File: config.mk
export PLATFORM = sky130hd
export DESIGN_NAME = sfi_core
export DESIGN_NICKNAME = d
export VERILOG_FILES = /design/src/common/sfi_pkg.sv /design/src/design/sfi_core.sv
export SDC_FILE = /design/constraint.sdc
export NUM_CORES = 1
export LEC_CHECK = 0
export BUFFER_PORTS_ARGS = -buffer_cell sky130_fd_sc_hd__buf_2
export CAP_MARGIN = 40
export CORE_ASPECT_RATIO = 0.9
export CORE_MARGIN = 2
export CORE_UTILIZATION = 60
export DETAILED_ROUTE_END_ITERATION = 8
export HOLD_SLACK_MARGIN = 0.05
export PLACE_DENSITY = 0.78
export SYNTH_ARGS = -nofsm -noshare
export SYNTH_HDL_FRONTEND = slang
export SYNTH_SLANG_ARGS = --single-unit
File: constraint.sdc
create_clock -name CLK -period 5.6 [get_ports CLK]
set_input_delay 0 -clock CLK [delete_from_list [all_inputs] [get_ports CLK]]
set_output_delay 0 -clock CLK [all_outputs]
set_load 0.1 [all_outputs]
File: src/common/sfi_pkg.sv
package sfi_pkg;
   // ==========================================
   // Command codes
   // One code both wakes from deep sleep and reads the signature
   localparam logic [7:0] CMD_UNLOCK = 8'h06, CMD_LOCK = 8'h04, CMD_STAT = 8'h05, CMD_WSTAT = 8'h01,
      CMD_ID = 8'h9F, CMD_WAKE_SIG = 8'hAB, CMD_MKDEV = 8'h90, CMD_SLEEP = 8'hB9,
      CMD_READ = 8'h03, CMD_FREAD = 8'h0B, CMD_DOREAD = 8'h3B, CMD_DIOREAD = 8'hBB,
      CMD_QOREAD = 8'h6B, CMD_QIOREAD = 8'hEB, CMD_PROG = 8'h02, CMD_SERASE = 8'h20,
      CMD_B32ERASE = 8'h52, CMD_B64ERASE = 8'hD8, CMD_CERASE = 8'h60, CMD_RSTARM = 8'h66,
      CMD_RST = 8'h99, CMD_SUSP = 8'hB0, CMD_RESUME = 8'h30, CMD_OTPIN = 8'hB1,
      CMD_OTPOUT = 8'hC1, CMD_SECRD = 8'h2B, CMD_SECWR = 8'h2F;
   // ==========================================
   // Framing, lanes and dummy cycles
   localparam logic [3:0] BYTE_BITS = 4'h8;
   localparam logic [2:0] ADDR_LAST = 3'h3;
   localparam logic [2:0] LW1 = 3'h1, LW2 = 3'h2, LW4 = 3'h4;
   localparam logic [1:0] DC_SIX = 2'h1, DC_EIGHT = 2'h2, DC_TEN = 2'h3;
   localparam logic [3:0] DUM_FOUR = 4'h4, DUM_SIX = 4'h6, DUM_EIGHT = 4'h8, DUM_TEN = 4'hA;
   // ==========================================
   // Array geometry and protection
   localparam int ARRAY_AW = 25;
   localparam int BLK_LSB = 16;
   localparam int BLK_W = 9;
   localparam logic [BLK_W:0] BLK_COUNT = 10'h200;
   localparam logic [3:0] LVL_ALL = 4'hA;
   localparam logic [8:0] PAGE_BYTES = 9'h100;
   localparam logic [31:0] OTP_BYTES = 32'h200;
   // Status byte: busy, latch, level, top/bottom
   localparam int ST_BUSY = 0, ST_LATCH = 1, ST_LVL = 2, ST_TB = 6;
   localparam int SEC_FACT = 0, SEC_CUST = 1;
   localparam int CFG_DC = 6;
   // ==========================================
   // Types
   typedef enum logic [2:0] {PH_CMD, PH_ADDR, PH_DUMMY, PH_DIN, PH_DOUT, PH_SKIP} sfi_phase_t;
   typedef enum logic [2:0] {OP_PROG, OP_SECT, OP_B32, OP_B64, OP_CHIP} sfi_op_t;
   typedef struct packed {
      sfi_op_t op;
      logic otp;
      logic [ARRAY_AW-1:0] addr;
   } sfi_req_t;
   typedef struct packed {
      sfi_phase_t ph;
      logic [7:0] cmd, sh, ob, wsb, wcb;
      logic [23:0] id;
      logic [3:0] bits, dcnt;
      logic [2:0] w, dw, acnt;
      logic [31:0] addr;
      logic [8:0] pcnt;
      logic ld, first;
   } sfi_xfer_t;
   typedef struct packed {
      logic write_latch_flag, busy, susp, dpd, tb, arm, otp, cust;
      logic [3:0] lvl;
      logic [1:0] dc;
   } sfi_stat_t;
endpackage : sfi_pkg

File: src/design/sfi_core.sv
`timescale 1ns/1ps
`default_nettype none
// Functional notes
// - Pins sampled on rising serial clock, modes 0 and 3 both work.
// - Single lane: clock, data in, data out; only while select is low.
// - Two-lane reads turn lanes zero and one bidirectional.
// - Four-lane reads add lanes two and three, bidirectional.
// - Data-changing commands must end on a byte boundary at select rise.
// - Program, erase and register writes need the write latch flag set.
// - In deep sleep only wake, signature and software reset are heard.
// - Reset returns the sequencer to standby; changes need complete commands.
// - Standby whenever select is high and nothing runs.
// - Accepted program or erase starts the array operation by itself.
// - Program one to 256 bytes; erase sector, 32K, 64K or chip.
// - Busy flag set while program or erase runs, readable by status read.
// - Dummy cycles selectable 6, 8, 10, or per-command defaults of 4, 6 or 8.
// - The ten-cycle dummy setting is refused except on the fast grade.
// - Level bits and top/bottom bit fence off program and erase.
// - Identification returns maker plus two device bytes, signature, maker-device.
// - 4K-bit one-time area with factory and customer locks.
// - Program/erase suspend, resume and command reset.
// - Outside four-lane use, lane two is write guard, lane three is reset.
// - Four-lane or quad-command use disables the hardware guard.
// ==========================================
// Program data buffer
module sfi_fifo #(
   parameter int W = 8,
   parameter int DEPTH = 8
) (
   input wire logic clk,
   input wire logic rst_n,
   input wire logic in_valid,
   output logic in_ready,
   input wire logic [W-1:0] in_data,
   output logic out_valid,
   input wire logic out_ready,
   output logic [W-1:0] out_data
);
   localparam int AW = $clog2(DEPTH);
   logic [W-1:0] mem [DEPTH];
   logic [AW-1:0] wr_reg, wr_next, rd_reg, rd_next;
   logic [AW:0] cnt_reg, cnt_next;
   logic do_wr, do_rd;
   assign in_ready = cnt_reg != (AW+1)'(DEPTH);
   assign out_valid = cnt_reg != '0;
   assign out_data = mem[rd_reg];
   assign do_wr = in_valid && in_ready;
   assign do_rd = out_valid && out_ready;
   always_comb begin
      wr_next = wr_reg;
      rd_next = rd_reg;
      if (do_wr) begin
         wr_next = (wr_reg == AW'(DEPTH - 1)) ? '0 : wr_reg + 1'b1;
      end
      if (do_rd) begin
         rd_next = (rd_reg == AW'(DEPTH - 1)) ? '0 : rd_reg + 1'b1;
      end
      cnt_next = cnt_reg + (AW+1)'(do_wr) - (AW+1)'(do_rd);
   end
   always_ff @(posedge clk) begin
      if (!rst_n) begin
         wr_reg <= '0;
         rd_reg <= '0;
         cnt_reg <= '0;
      end else begin
         wr_reg <= wr_next;
         rd_reg <= rd_next;
         cnt_reg <= cnt_next;
      end
      if (do_wr) begin
         mem[wr_reg] <= in_data;
      end
   end
endmodule : sfi_fifo
// ==========================================
// Serial command front end
module sfi_core #(
   parameter logic [7:0] MAKER_ID = 8'hA5,  // Arbitrary value
   parameter logic [15:0] DEVICE_ID = 16'h3C5A,  // Arbitrary value
   parameter bit HIGH_SPEED = 1'b0,
   parameter bit FACTORY_LOCKED = 1'b1,
   parameter int FIFO_DEPTH = 8
) (
   // Clock and reset
   input wire logic CLK,
   input wire logic NRST,
   // Serial link pins
   input wire logic SCLK,
   input wire logic CS_N,
   input wire logic [3:0] IO_LANE_IN,
   output logic [3:0] IO_LANE_OUT,
   output logic [3:0] IO_LANE_OE_N,
   // Mode and status
   input wire logic QUAD_CMD_MODE,
   output logic BUSY_FLAG,
   output logic WRITE_LATCH_FLAG,
   output logic DEEP_SLEEP,
   output logic STANDBY,
   output logic SUSPEND_REQ,
   output logic OTP_MODE,
   output logic CMD_REJECT,
   output logic PROG_OVERRUN,
   // Array back end
   output sfi_pkg::sfi_req_t OP_REQ,
   output logic OP_START,
   input wire logic OP_DONE,
   output logic [sfi_pkg::ARRAY_AW-1:0] RD_ADDR,
   input wire logic [7:0] RD_DATA,
   output logic [7:0] PROG_DATA,
   output logic PROG_VALID,
   input wire logic PROG_READY
);
   import sfi_pkg::*;
   logic [5:0] s1_reg, s2_reg;
   logic sck_d_reg, cs_d_reg;
   sfi_xfer_t xr, xn;
   sfi_stat_t sr, sn;
   sfi_req_t req_reg, req_next;
   logic start_reg, start_next, rej_reg, rej_next, ovr_reg, ovr_next, stby_reg;
   logic [3:0] lo_reg, lo_next, loe_reg, loe_next;
   logic sck, cs_n, rise, fall, cs_rise, quad_act, guard, hw_rst, byte_done, push, fifo_rdy, hit, wr_ok;
   logic [3:0] lin, bn;
   logic [2:0] cw, wuse;
   logic [7:0] shn;
   logic [BLK_W:0] span, blk;
   // ==========================================
   // Pin synchronisers and edges
   // sample on rising serial clock
   always_ff @(posedge CLK) begin
      s1_reg <= {SCLK, CS_N, IO_LANE_IN};
      s2_reg <= s1_reg;
      sck_d_reg <= s2_reg[5];
      cs_d_reg <= s2_reg[4];
   end
   assign sck = s2_reg[5];
   assign cs_n = s2_reg[4];
   assign lin = s2_reg[3:0];
   // link active only with select low
   assign rise = sck && !sck_d_reg && !cs_n;
   assign fall = !sck && sck_d_reg && !cs_n;
   assign cs_rise = cs_n && !cs_d_reg;
   assign quad_act = QUAD_CMD_MODE || (xr.dw == LW4 && !cs_n);
   assign guard = !lin[2] && !quad_act;
   assign hw_rst = !lin[3] && !quad_act;
   assign cw = QUAD_CMD_MODE ? LW4 : LW1;
   assign wuse = (xr.ph == PH_CMD) ? cw : xr.w;
   assign bn = xr.bits + 4'(wuse);
   assign byte_done = bn == BYTE_BITS;
   always_comb begin
      case (wuse)
         LW4: shn = {xr.sh[3:0], lin};
         LW2: shn = {xr.sh[5:0], lin[1:0]};
         default: shn = {xr.sh[6:0], lin[0]};
      endcase
   end
   assign blk = {1'b0, xr.addr[BLK_LSB +: BLK_W]};
   assign span = {{BLK_W{1'b0}}, 1'b1} << (sr.lvl - 4'h1);
   always_comb begin
      if (sr.otp) begin
         // locked or outside the one-time area
         hit = FACTORY_LOCKED || sr.cust || xr.addr >= OTP_BYTES || xr.cmd != CMD_PROG;
      end else if (sr.lvl == '0) begin
         hit = 1'b0;
      end else if (sr.lvl >= LVL_ALL || xr.cmd == CMD_CERASE) begin
         hit = 1'b1;
      end else begin
         hit = sr.tb ? (blk < span) : (blk >= BLK_COUNT - span);
      end
   end
   assign wr_ok = sr.write_latch_flag && !sr.busy && !sr.susp;
   function automatic logic [3:0] dummy_for(input logic [7:0] c, input logic [1:0] dc);
      case (dc)
         DC_SIX: dummy_for = DUM_SIX;
         DC_EIGHT: dummy_for = DUM_EIGHT;
         DC_TEN: dummy_for = DUM_TEN;
         default: dummy_for = (c == CMD_DIOREAD) ? DUM_FOUR : (c == CMD_QIOREAD) ? DUM_SIX : DUM_EIGHT;
      endcase
   endfunction : dummy_for
   function automatic sfi_op_t op_of(input logic [7:0] c);
      case (c)
         CMD_PROG: op_of = OP_PROG;
         CMD_SERASE: op_of = OP_SECT;
         CMD_B32ERASE: op_of = OP_B32;
         CMD_B64ERASE: op_of = OP_B64;
         default: op_of = OP_CHIP;
      endcase
   endfunction : op_of
   // ==========================================
   // Sequencer next state
   always_comb begin
      xn = xr;
      sn = sr;
      req_next = req_reg;
      start_next = 1'b0;
      rej_next = 1'b0;
      ovr_next = ovr_reg;
      push = 1'b0;
      if (rise && xr.ph != PH_DOUT) begin
         xn.sh = shn;
         xn.bits = byte_done ? '0 : bn;
         case (xr.ph)
            PH_CMD: if (byte_done) begin
               // one command byte decides the frame
               xn.cmd = shn;
               xn.acnt = '0;
               xn.pcnt = '0;
               xn.dw = '0;
               xn.dcnt = dummy_for(shn, sr.dc);
               xn.w = cw;
               xn.ph = PH_ADDR;
               xn.id = (shn == CMD_ID) ? {MAKER_ID, DEVICE_ID} : (shn == CMD_WAKE_SIG) ?
                  {3{DEVICE_ID[7:0]}} : {MAKER_ID, DEVICE_ID[7:0], MAKER_ID};
               if (sr.dpd && shn != CMD_WAKE_SIG && shn != CMD_RSTARM && shn != CMD_RST) begin
                  xn.ph = PH_SKIP;
               end else begin
                  case (shn)
                     CMD_READ: begin
                        xn.dw = cw;
                        xn.dcnt = '0;
                     end
                     CMD_FREAD: xn.dw = cw;
                     CMD_DOREAD: xn.dw = QUAD_CMD_MODE ? LW4 : LW2;
                     CMD_DIOREAD: begin
                        xn.w = QUAD_CMD_MODE ? LW4 : LW2;
                        xn.dw = xn.w;
                     end
                     CMD_QOREAD: xn.dw = LW4;
                     CMD_QIOREAD: begin
                        xn.w = LW4;
                        xn.dw = LW4;
                     end
                     CMD_PROG, CMD_SERASE, CMD_B32ERASE, CMD_B64ERASE: ovr_next = 1'b0;
                     CMD_STAT, CMD_SECRD, CMD_ID, CMD_WAKE_SIG, CMD_MKDEV: begin
                        xn.ph = PH_DOUT;
                        xn.dw = cw;
                        xn.ld = 1'b1;
                        xn.first = 1'b1;
                     end
                     CMD_UNLOCK, CMD_LOCK, CMD_WSTAT, CMD_CERASE, CMD_SLEEP, CMD_RSTARM, CMD_RST,
                        CMD_SUSP, CMD_RESUME, CMD_OTPIN, CMD_OTPOUT, CMD_SECWR: xn.ph = PH_DIN;
                     default: xn.ph = PH_SKIP;
                  endcase
               end
            end
            PH_ADDR: if (byte_done) begin
               xn.addr = {xr.addr[23:0], shn};
               xn.acnt = xr.acnt + 1'b1;
               if (xr.acnt == ADDR_LAST) begin
                  if (xr.dw == '0) begin
                     xn.ph = PH_DIN;
                  end else if (xr.dcnt != '0) begin
                     xn.ph = PH_DUMMY;
                  end else begin
                     xn.ph = PH_DOUT;
                     xn.w = xr.dw;
                     xn.ld = 1'b1;
                     xn.first = 1'b1;
                  end
               end
            end
            PH_DUMMY: begin
               xn.bits = '0;
               xn.dcnt = xr.dcnt - 1'b1;
               if (xr.dcnt == 4'h1) begin
                  xn.ph = PH_DOUT;
                  xn.w = xr.dw;
                  xn.ld = 1'b1;
                  xn.first = 1'b1;
               end
            end
            PH_DIN: if (byte_done) begin
               // page buffer holds at most one page
               if (xr.pcnt != PAGE_BYTES) begin
                  xn.pcnt = xr.pcnt + 1'b1;
                  push = xr.cmd == CMD_PROG;
               end
               if (xr.pcnt == '0) begin
                  xn.wsb = shn;
               end
               if (xr.pcnt == 9'h001) begin
                  xn.wcb = shn;
               end
               if (push && !fifo_rdy) begin
                  ovr_next = 1'b1;
               end
            end
            default: ;
         endcase
      end
      if (fall && xr.ph == PH_DOUT) begin
         if (xr.first) begin
            xn.first = 1'b0;
         end else begin
            xn.ob = (xr.w == LW4) ? {xr.ob[3:0], 4'h0} : (xr.w == LW2) ? {xr.ob[5:0], 2'h0} : {xr.ob[6:0], 1'b0};
            xn.bits = byte_done ? '0 : bn;
            xn.ld = byte_done;
         end
      end
      if (xr.ld && xr.ph == PH_DOUT) begin
         xn.ld = 1'b0;
         case (xr.cmd)
            // busy reads as clear while suspended
            CMD_STAT: xn.ob = {1'b0, sr.tb, sr.lvl, sr.write_latch_flag, sr.busy && !sr.susp};
            CMD_SECRD: xn.ob = {6'h00, sr.cust, FACTORY_LOCKED};
            CMD_ID, CMD_WAKE_SIG, CMD_MKDEV: begin
               xn.ob = xr.id[23:16];
               xn.id = {xr.id[15:0], xr.id[23:16]};
            end
            default: begin
               xn.ob = RD_DATA;
               xn.addr = xr.addr + 1'b1;
            end
         endcase
      end
      if (cs_rise) begin
         xn.ph = PH_CMD;
         xn.bits = '0;
         xn.ld = 1'b0;
         xn.dw = '0;
         sn.arm = 1'b0;
         // execute only on a byte boundary
         if (xr.ph == PH_DIN && xr.bits == '0) begin
            case (xr.cmd)
               CMD_UNLOCK: sn.write_latch_flag = !sr.busy;
               CMD_LOCK: sn.write_latch_flag = 1'b0;
               CMD_PROG, CMD_SERASE, CMD_B32ERASE, CMD_B64ERASE, CMD_CERASE: begin
                  if (wr_ok && !hit && (xr.cmd == CMD_PROG ? (xr.pcnt != '0 && !ovr_reg) : xr.pcnt == '0)) begin
                     // hand the operation to the array
                     start_next = 1'b1;
                     sn.busy = 1'b1;
                     req_next.op = op_of(xr.cmd);
                     req_next.otp = sr.otp;
                     req_next.addr = xr.addr[ARRAY_AW-1:0];
                  end else begin
                     rej_next = 1'b1;
                  end
               end
               CMD_WSTAT: begin
                  if (wr_ok && !guard && xr.pcnt != '0) begin
                     sn.lvl = xr.wsb[ST_LVL +: 4];
                     sn.tb = xr.wsb[ST_TB];
                     sn.write_latch_flag = 1'b0;
                     // ten-cycle setting only on the fast grade
                     if (xr.pcnt != 9'h001 && (HIGH_SPEED || xr.wcb[CFG_DC +: 2] != DC_TEN)) begin
                        sn.dc = xr.wcb[CFG_DC +: 2];
                     end
                  end else begin
                     rej_next = 1'b1;
                  end
               end
               CMD_SLEEP: sn.dpd = !sr.busy;
               CMD_RSTARM: sn.arm = 1'b1;
               CMD_RST: if (sr.arm) begin
                  sn.write_latch_flag = 1'b0;
                  sn.dpd = 1'b0;
                  sn.susp = 1'b0;
                  sn.otp = 1'b0;
                  sn.dc = '0;
               end
               CMD_SUSP: sn.susp = sr.busy;
               CMD_RESUME: sn.susp = 1'b0;
               CMD_OTPIN: sn.otp = 1'b1;
               CMD_OTPOUT: sn.otp = 1'b0;
               CMD_SECWR: if (wr_ok) begin
                  sn.cust = 1'b1;
                  sn.write_latch_flag = 1'b0;
               end
               default: ;
            endcase
         end else if (xr.ph == PH_DIN || xr.ph == PH_ADDR) begin
            rej_next = 1'b1;
         end
         if (xr.cmd == CMD_WAKE_SIG && xr.ph != PH_SKIP) begin
            sn.dpd = 1'b0;
         end
      end
      if (OP_DONE && sr.busy) begin
         sn.busy = 1'b0;
         sn.write_latch_flag = 1'b0;
         sn.susp = 1'b0;
      end
      // reset pin clears the front end
      if (hw_rst) begin
         xn.ph = PH_CMD;
         xn.bits = '0;
         sn.write_latch_flag = 1'b0;
         sn.dpd = 1'b0;
         sn.susp = 1'b0;
         sn.otp = 1'b0;
      end
      lo_next = (xn.w == LW4) ? xn.ob[7:4] : (xn.w == LW2) ? {2'h0, xn.ob[7:6]} : {2'h0, xn.ob[7], 1'b0};
      // lanes drive low-enabled only in output phase
      loe_next = 4'hF;
      if (xn.ph == PH_DOUT && !cs_n) begin
         loe_next = (xn.w == LW4) ? 4'h0 : (xn.w == LW2) ? 4'hC : 4'hD;
      end
   end
   always_ff @(posedge CLK) begin
      if (!NRST) begin
         xr <= '0;
         sr <= '0;
         req_reg <= '0;
         start_reg <= 1'b0;
         rej_reg <= 1'b0;
         ovr_reg <= 1'b0;
         stby_reg <= 1'b0;
         lo_reg <= '0;
         loe_reg <= 4'hF;
      end else begin
         xr <= xn;
         sr <= sn;
         req_reg <= req_next;
         start_reg <= start_next;
         rej_reg <= rej_next;
         ovr_reg <= ovr_next;
         // standby with select high and idle
         stby_reg <= cs_n && !sr.busy;
         lo_reg <= lo_next;
         loe_reg <= loe_next;
      end
   end
   sfi_fifo #(.W(8), .DEPTH(FIFO_DEPTH)) u_fifo (
      .clk(CLK),
      .rst_n(NRST),
      .in_valid(push),
      .in_ready(fifo_rdy),
      .in_data(xn.sh),
      .out_valid(PROG_VALID),
      .out_ready(PROG_READY),
      .out_data(PROG_DATA)
   );
   assign IO_LANE_OUT = lo_reg;
   assign IO_LANE_OE_N = loe_reg;
   assign BUSY_FLAG = sr.busy;
   assign WRITE_LATCH_FLAG = sr.write_latch_flag;
   assign DEEP_SLEEP = sr.dpd;
   assign STANDBY = stby_reg;
   assign SUSPEND_REQ = sr.susp;
   assign OTP_MODE = sr.otp;
   assign CMD_REJECT = rej_reg;
   assign PROG_OVERRUN = ovr_reg;
   assign OP_REQ = req_reg;
   assign OP_START = start_reg;
   assign RD_ADDR = xr.addr[ARRAY_AW-1:0];
endmodule : sfi_core
`default_nettype wire

==> flow_summary.toml <==
[outcome]
run_status = "finished, final reports clean"

[pwr]
seq_power_share = 0.442
vdd_drop_max_mv = 0.387
power.share.switching = 0.263
p_comb_frac = 0.130
power.density_mw_per_mm2 = 291
p_clk_frac = 0.427
intPower_mw = 3.26
power.switching_mw = 1.17
p_leak_nw = 5.49

[worst_setup_path]
worstSetupPathType = "reg2reg"
cp_max_fo = 17
worstPathRequired_ps = 5780
crit_path_top_delay_cell = "dfxtp_1"
crit_arrival_ps = 5350
path_cells = "or3_1 > nand2_1 > xnor2_1 > ha_1 > or4b_2 > nor4_1 > a311oi_1 > nand2_1 > nand2_1 > nor4b_2 > buf_4 > nand2b_1 > nor2_1"
worstPathBufferInverterCount = 1
start_kind = "register"
worst_setup_path_end_kind = "register"
cp_top_family = "simple AND/OR/NAND/NOR gates"
cpMostUsedCell = "nand2_1"
slowest_delay_ps = 660

[synth]
synth-edff-count = 64
ys_warn_count = 0
synth_area_leaders = "dfxtp_1 (28%), edfxtp_1 (14%), nand2_1 (4.8%)"
yosysTopAreaCell = "dfxtp_1"
syn-cell-area_sq_mm = 0.0135
ys_types = 100
synth_area_per_cell_sq_um = 8.94
synth-seq-cells = 256
yosysSeqAreaShare = 0.426
syn-instance-count = 1515
synth-async-reset-ratio = 0
ys.flop_type = "dfxtp_1"
synth_nets = 1574
synth_top_area_frac = 0.284

[drt]
antenna_left = 0
dr_total_vias = 12000
drc_errors = 0
post_drt_wl_per_cell_microns = 19.7
drt_iter0_markers = 1364
wl_microns = 37400
vias_per_cell = 6.35
first_pass_iters = 7

[clock_tree]
clock_latency_ps = 550
cts_root_buf = "clkbuf_16"
cts_buffers = 27
holdBufCountCts = 18
h-tree-depth = 1
cts-resized-gates = 0
cts_tree = "built"
post_cts_buffers = 0
clkSlewWorstSetupHoldPaths_ps = 60
cts_max_path_buffers = 3
clock_sinks = 256

[final_layout]
antennaDiodeCount = 0
drive_gt1_frac = 0.153
top_register = "xr"
fin_util = 0.682
largest_reg_flops = 86
areaGrowthSynthToFinish_pct = 12.4
fillers = 1719
final_cells = 1896
register_area_sq_mm = 0.00577
finalInstanceArea_sq_mm = 0.0152
final_nets = 1638
multi_input_area_sq_mm = 0.00708

[global_routing]
grt_pass1_vias = 11300
grt_overflow = 0
grt_pass1_wl_microns = 59400
grt.total_usage = 0.309
antenna_found_initial = 0
grt_max_degree = 72

[placement]
gp_congestion = 1.05
port_buffers = 98
dpl_cell_area_sq_mm = 0.0141
dpl.hpwl_microns = 26400
placed_cells = 1829

[worst_hold_path]
hp-class = "in2reg"

[die]
dieArea_sq_mm = 0.0238
core_sq_mm = 0.0223
die_w_microns = 162
die_y_microns = 147
initial_core_util = 0.607
num_rows = 52
io_pins = 99

[timing]
tns_ps = 0
rsz0062_at_grt = "false"
drv_slew = 0
setup_viol = 0
final-hold-violation-count = 0
worst_clock_skew_ps = 12.6
relSlewSlack = 0.365
tightest_slew_ps = 952
fmax_mhz = 194
post-route-min-period_ps = 5170
period_share = 0.922

[run]
maxCapViolCount = 0
-- per-stage QoR --
| stage | power [mW] | hold slack (ps) | worst slack [ps] |
|---|---|---|---|
| after floorplan | 2.44 | 27.7 | 891 |
| after global placement | 2.53 | 102 | 754 |
| after detailed placement | 2.56 | 105 | 519 |
| after CTS | 4.45 | 69.0 | 514 |
| after global routing | 4.55 | 91.7 | 122 |
| final | 4.43 | 91.2 | 434 |
-- power groups by stage --
stage          logic, mW  clock network [mW]  registers (mW)
2_1_floorplan      0.463                   0            1.98
3_3_place_gp       0.523                   0            2.01
3_5_place_dp       0.560                   0            2.00
4_1_cts            0.574                1.92            1.96
5_1_grt            0.616                1.97            1.96
6_report           0.576                1.89            1.96
-- metal layers --
layer  up-vias  GRT usage  part of all wire
met3       101     0.0611             0.082
met4         0      0.117             0.039
met5         -          0                 0
met1      5751      0.430              0.43
li1       5654          -                 -
met2       533      0.478              0.45
-- synth_stat cells, types with 13 or more instances --
| library cell | count |
|---|---|
| nand2b_1 | 13 |
| and3_1 | 17 |
| a21o_1 | 14 |
| or3_1 | 19 |
| mux2i_1 | 42 |
| inv_1 | 36 |
| nor3b_1 | 15 |
| nand4_1 | 18 |
| a21oi_1 | 98 |
| nor4_1 | 18 |
| nand3_1 | 49 |
| nor2_1 | 161 |
| clkbuf_1 | 67 |
| mux4_2 | 16 |
| ha_1 | 39 |
| nand2_1 | 173 |
| o21ai_0 | 82 |
| and2_1 | 21 |
| buf_4 | 30 |
| nor3_1 | 49 |
| dfxtp_1 | 192 |
| edfxtp_1 | 64 |
| a211oi_1 | 28 |
| o211ai_1 | 14 |
-- final timing paths --
kind | startpoint | end | slack, ps | cells past startpoint
hold reg to reg | s1_reg[4] | s2_reg[4] | 330 | 0
setup / recovery | xr[125] | u_fifo.mem[6][0] | 430 | 13
setup reg to reg | xr[125] | u_fifo.mem[6][0] | 430 | 13
hold / removal | IO_LANE_IN[0] | s1_reg[0] | 90 | 2
-- kinds of logic (layout without fill, tap and decap cells) --
logic type / Yosys count / count (layout) / share of synthesized area
and+or+nand+nor: 613 / 613 / 0.225
AOI/OAI and AO/OA: 366 / 366 / 0.180
DFF: 256 / 256 / 0.426
buffers and inverters: 152 / 236 / 0.0520
muxes: 69 / 69 / 0.0668
adders and majority gates: 40 / 40 / 0.0375
xor gates and xnor gates: 19 / 19 / 0.0128
-- layout by cell type (no fill, tap or decap), drive strengths merged, types with 39 or more instances in the layout --
cell type / netlist / layout
a21oi: 100 / 100
nor2: 161 / 161
ha: 39 / 39
buf: 48 / 132
edfxtp: 64 / 64
mux2i: 42 / 42
nand2: 173 / 173
nand3: 50 / 50
nor3: 51 / 51
dfxtp: 192 / 192
o21ai: 91 / 91
-- cell type report --
| type | instances | share of cell area |
|---|---|---|
| clock buffers | 35 | 0.0477 |
| well taps | 297 | 0.0244 |
| repair buffers | 150 | 0.0603 |
| inverters | 37 | 0.00912 |
| multi-input cells | 1107 | 0.465 |
| flip-flops and latches | 256 | 0.379 |
| clock inverters | 14 | 0.0143 |
Note: power is estimated with default switching activity, not from simulation.
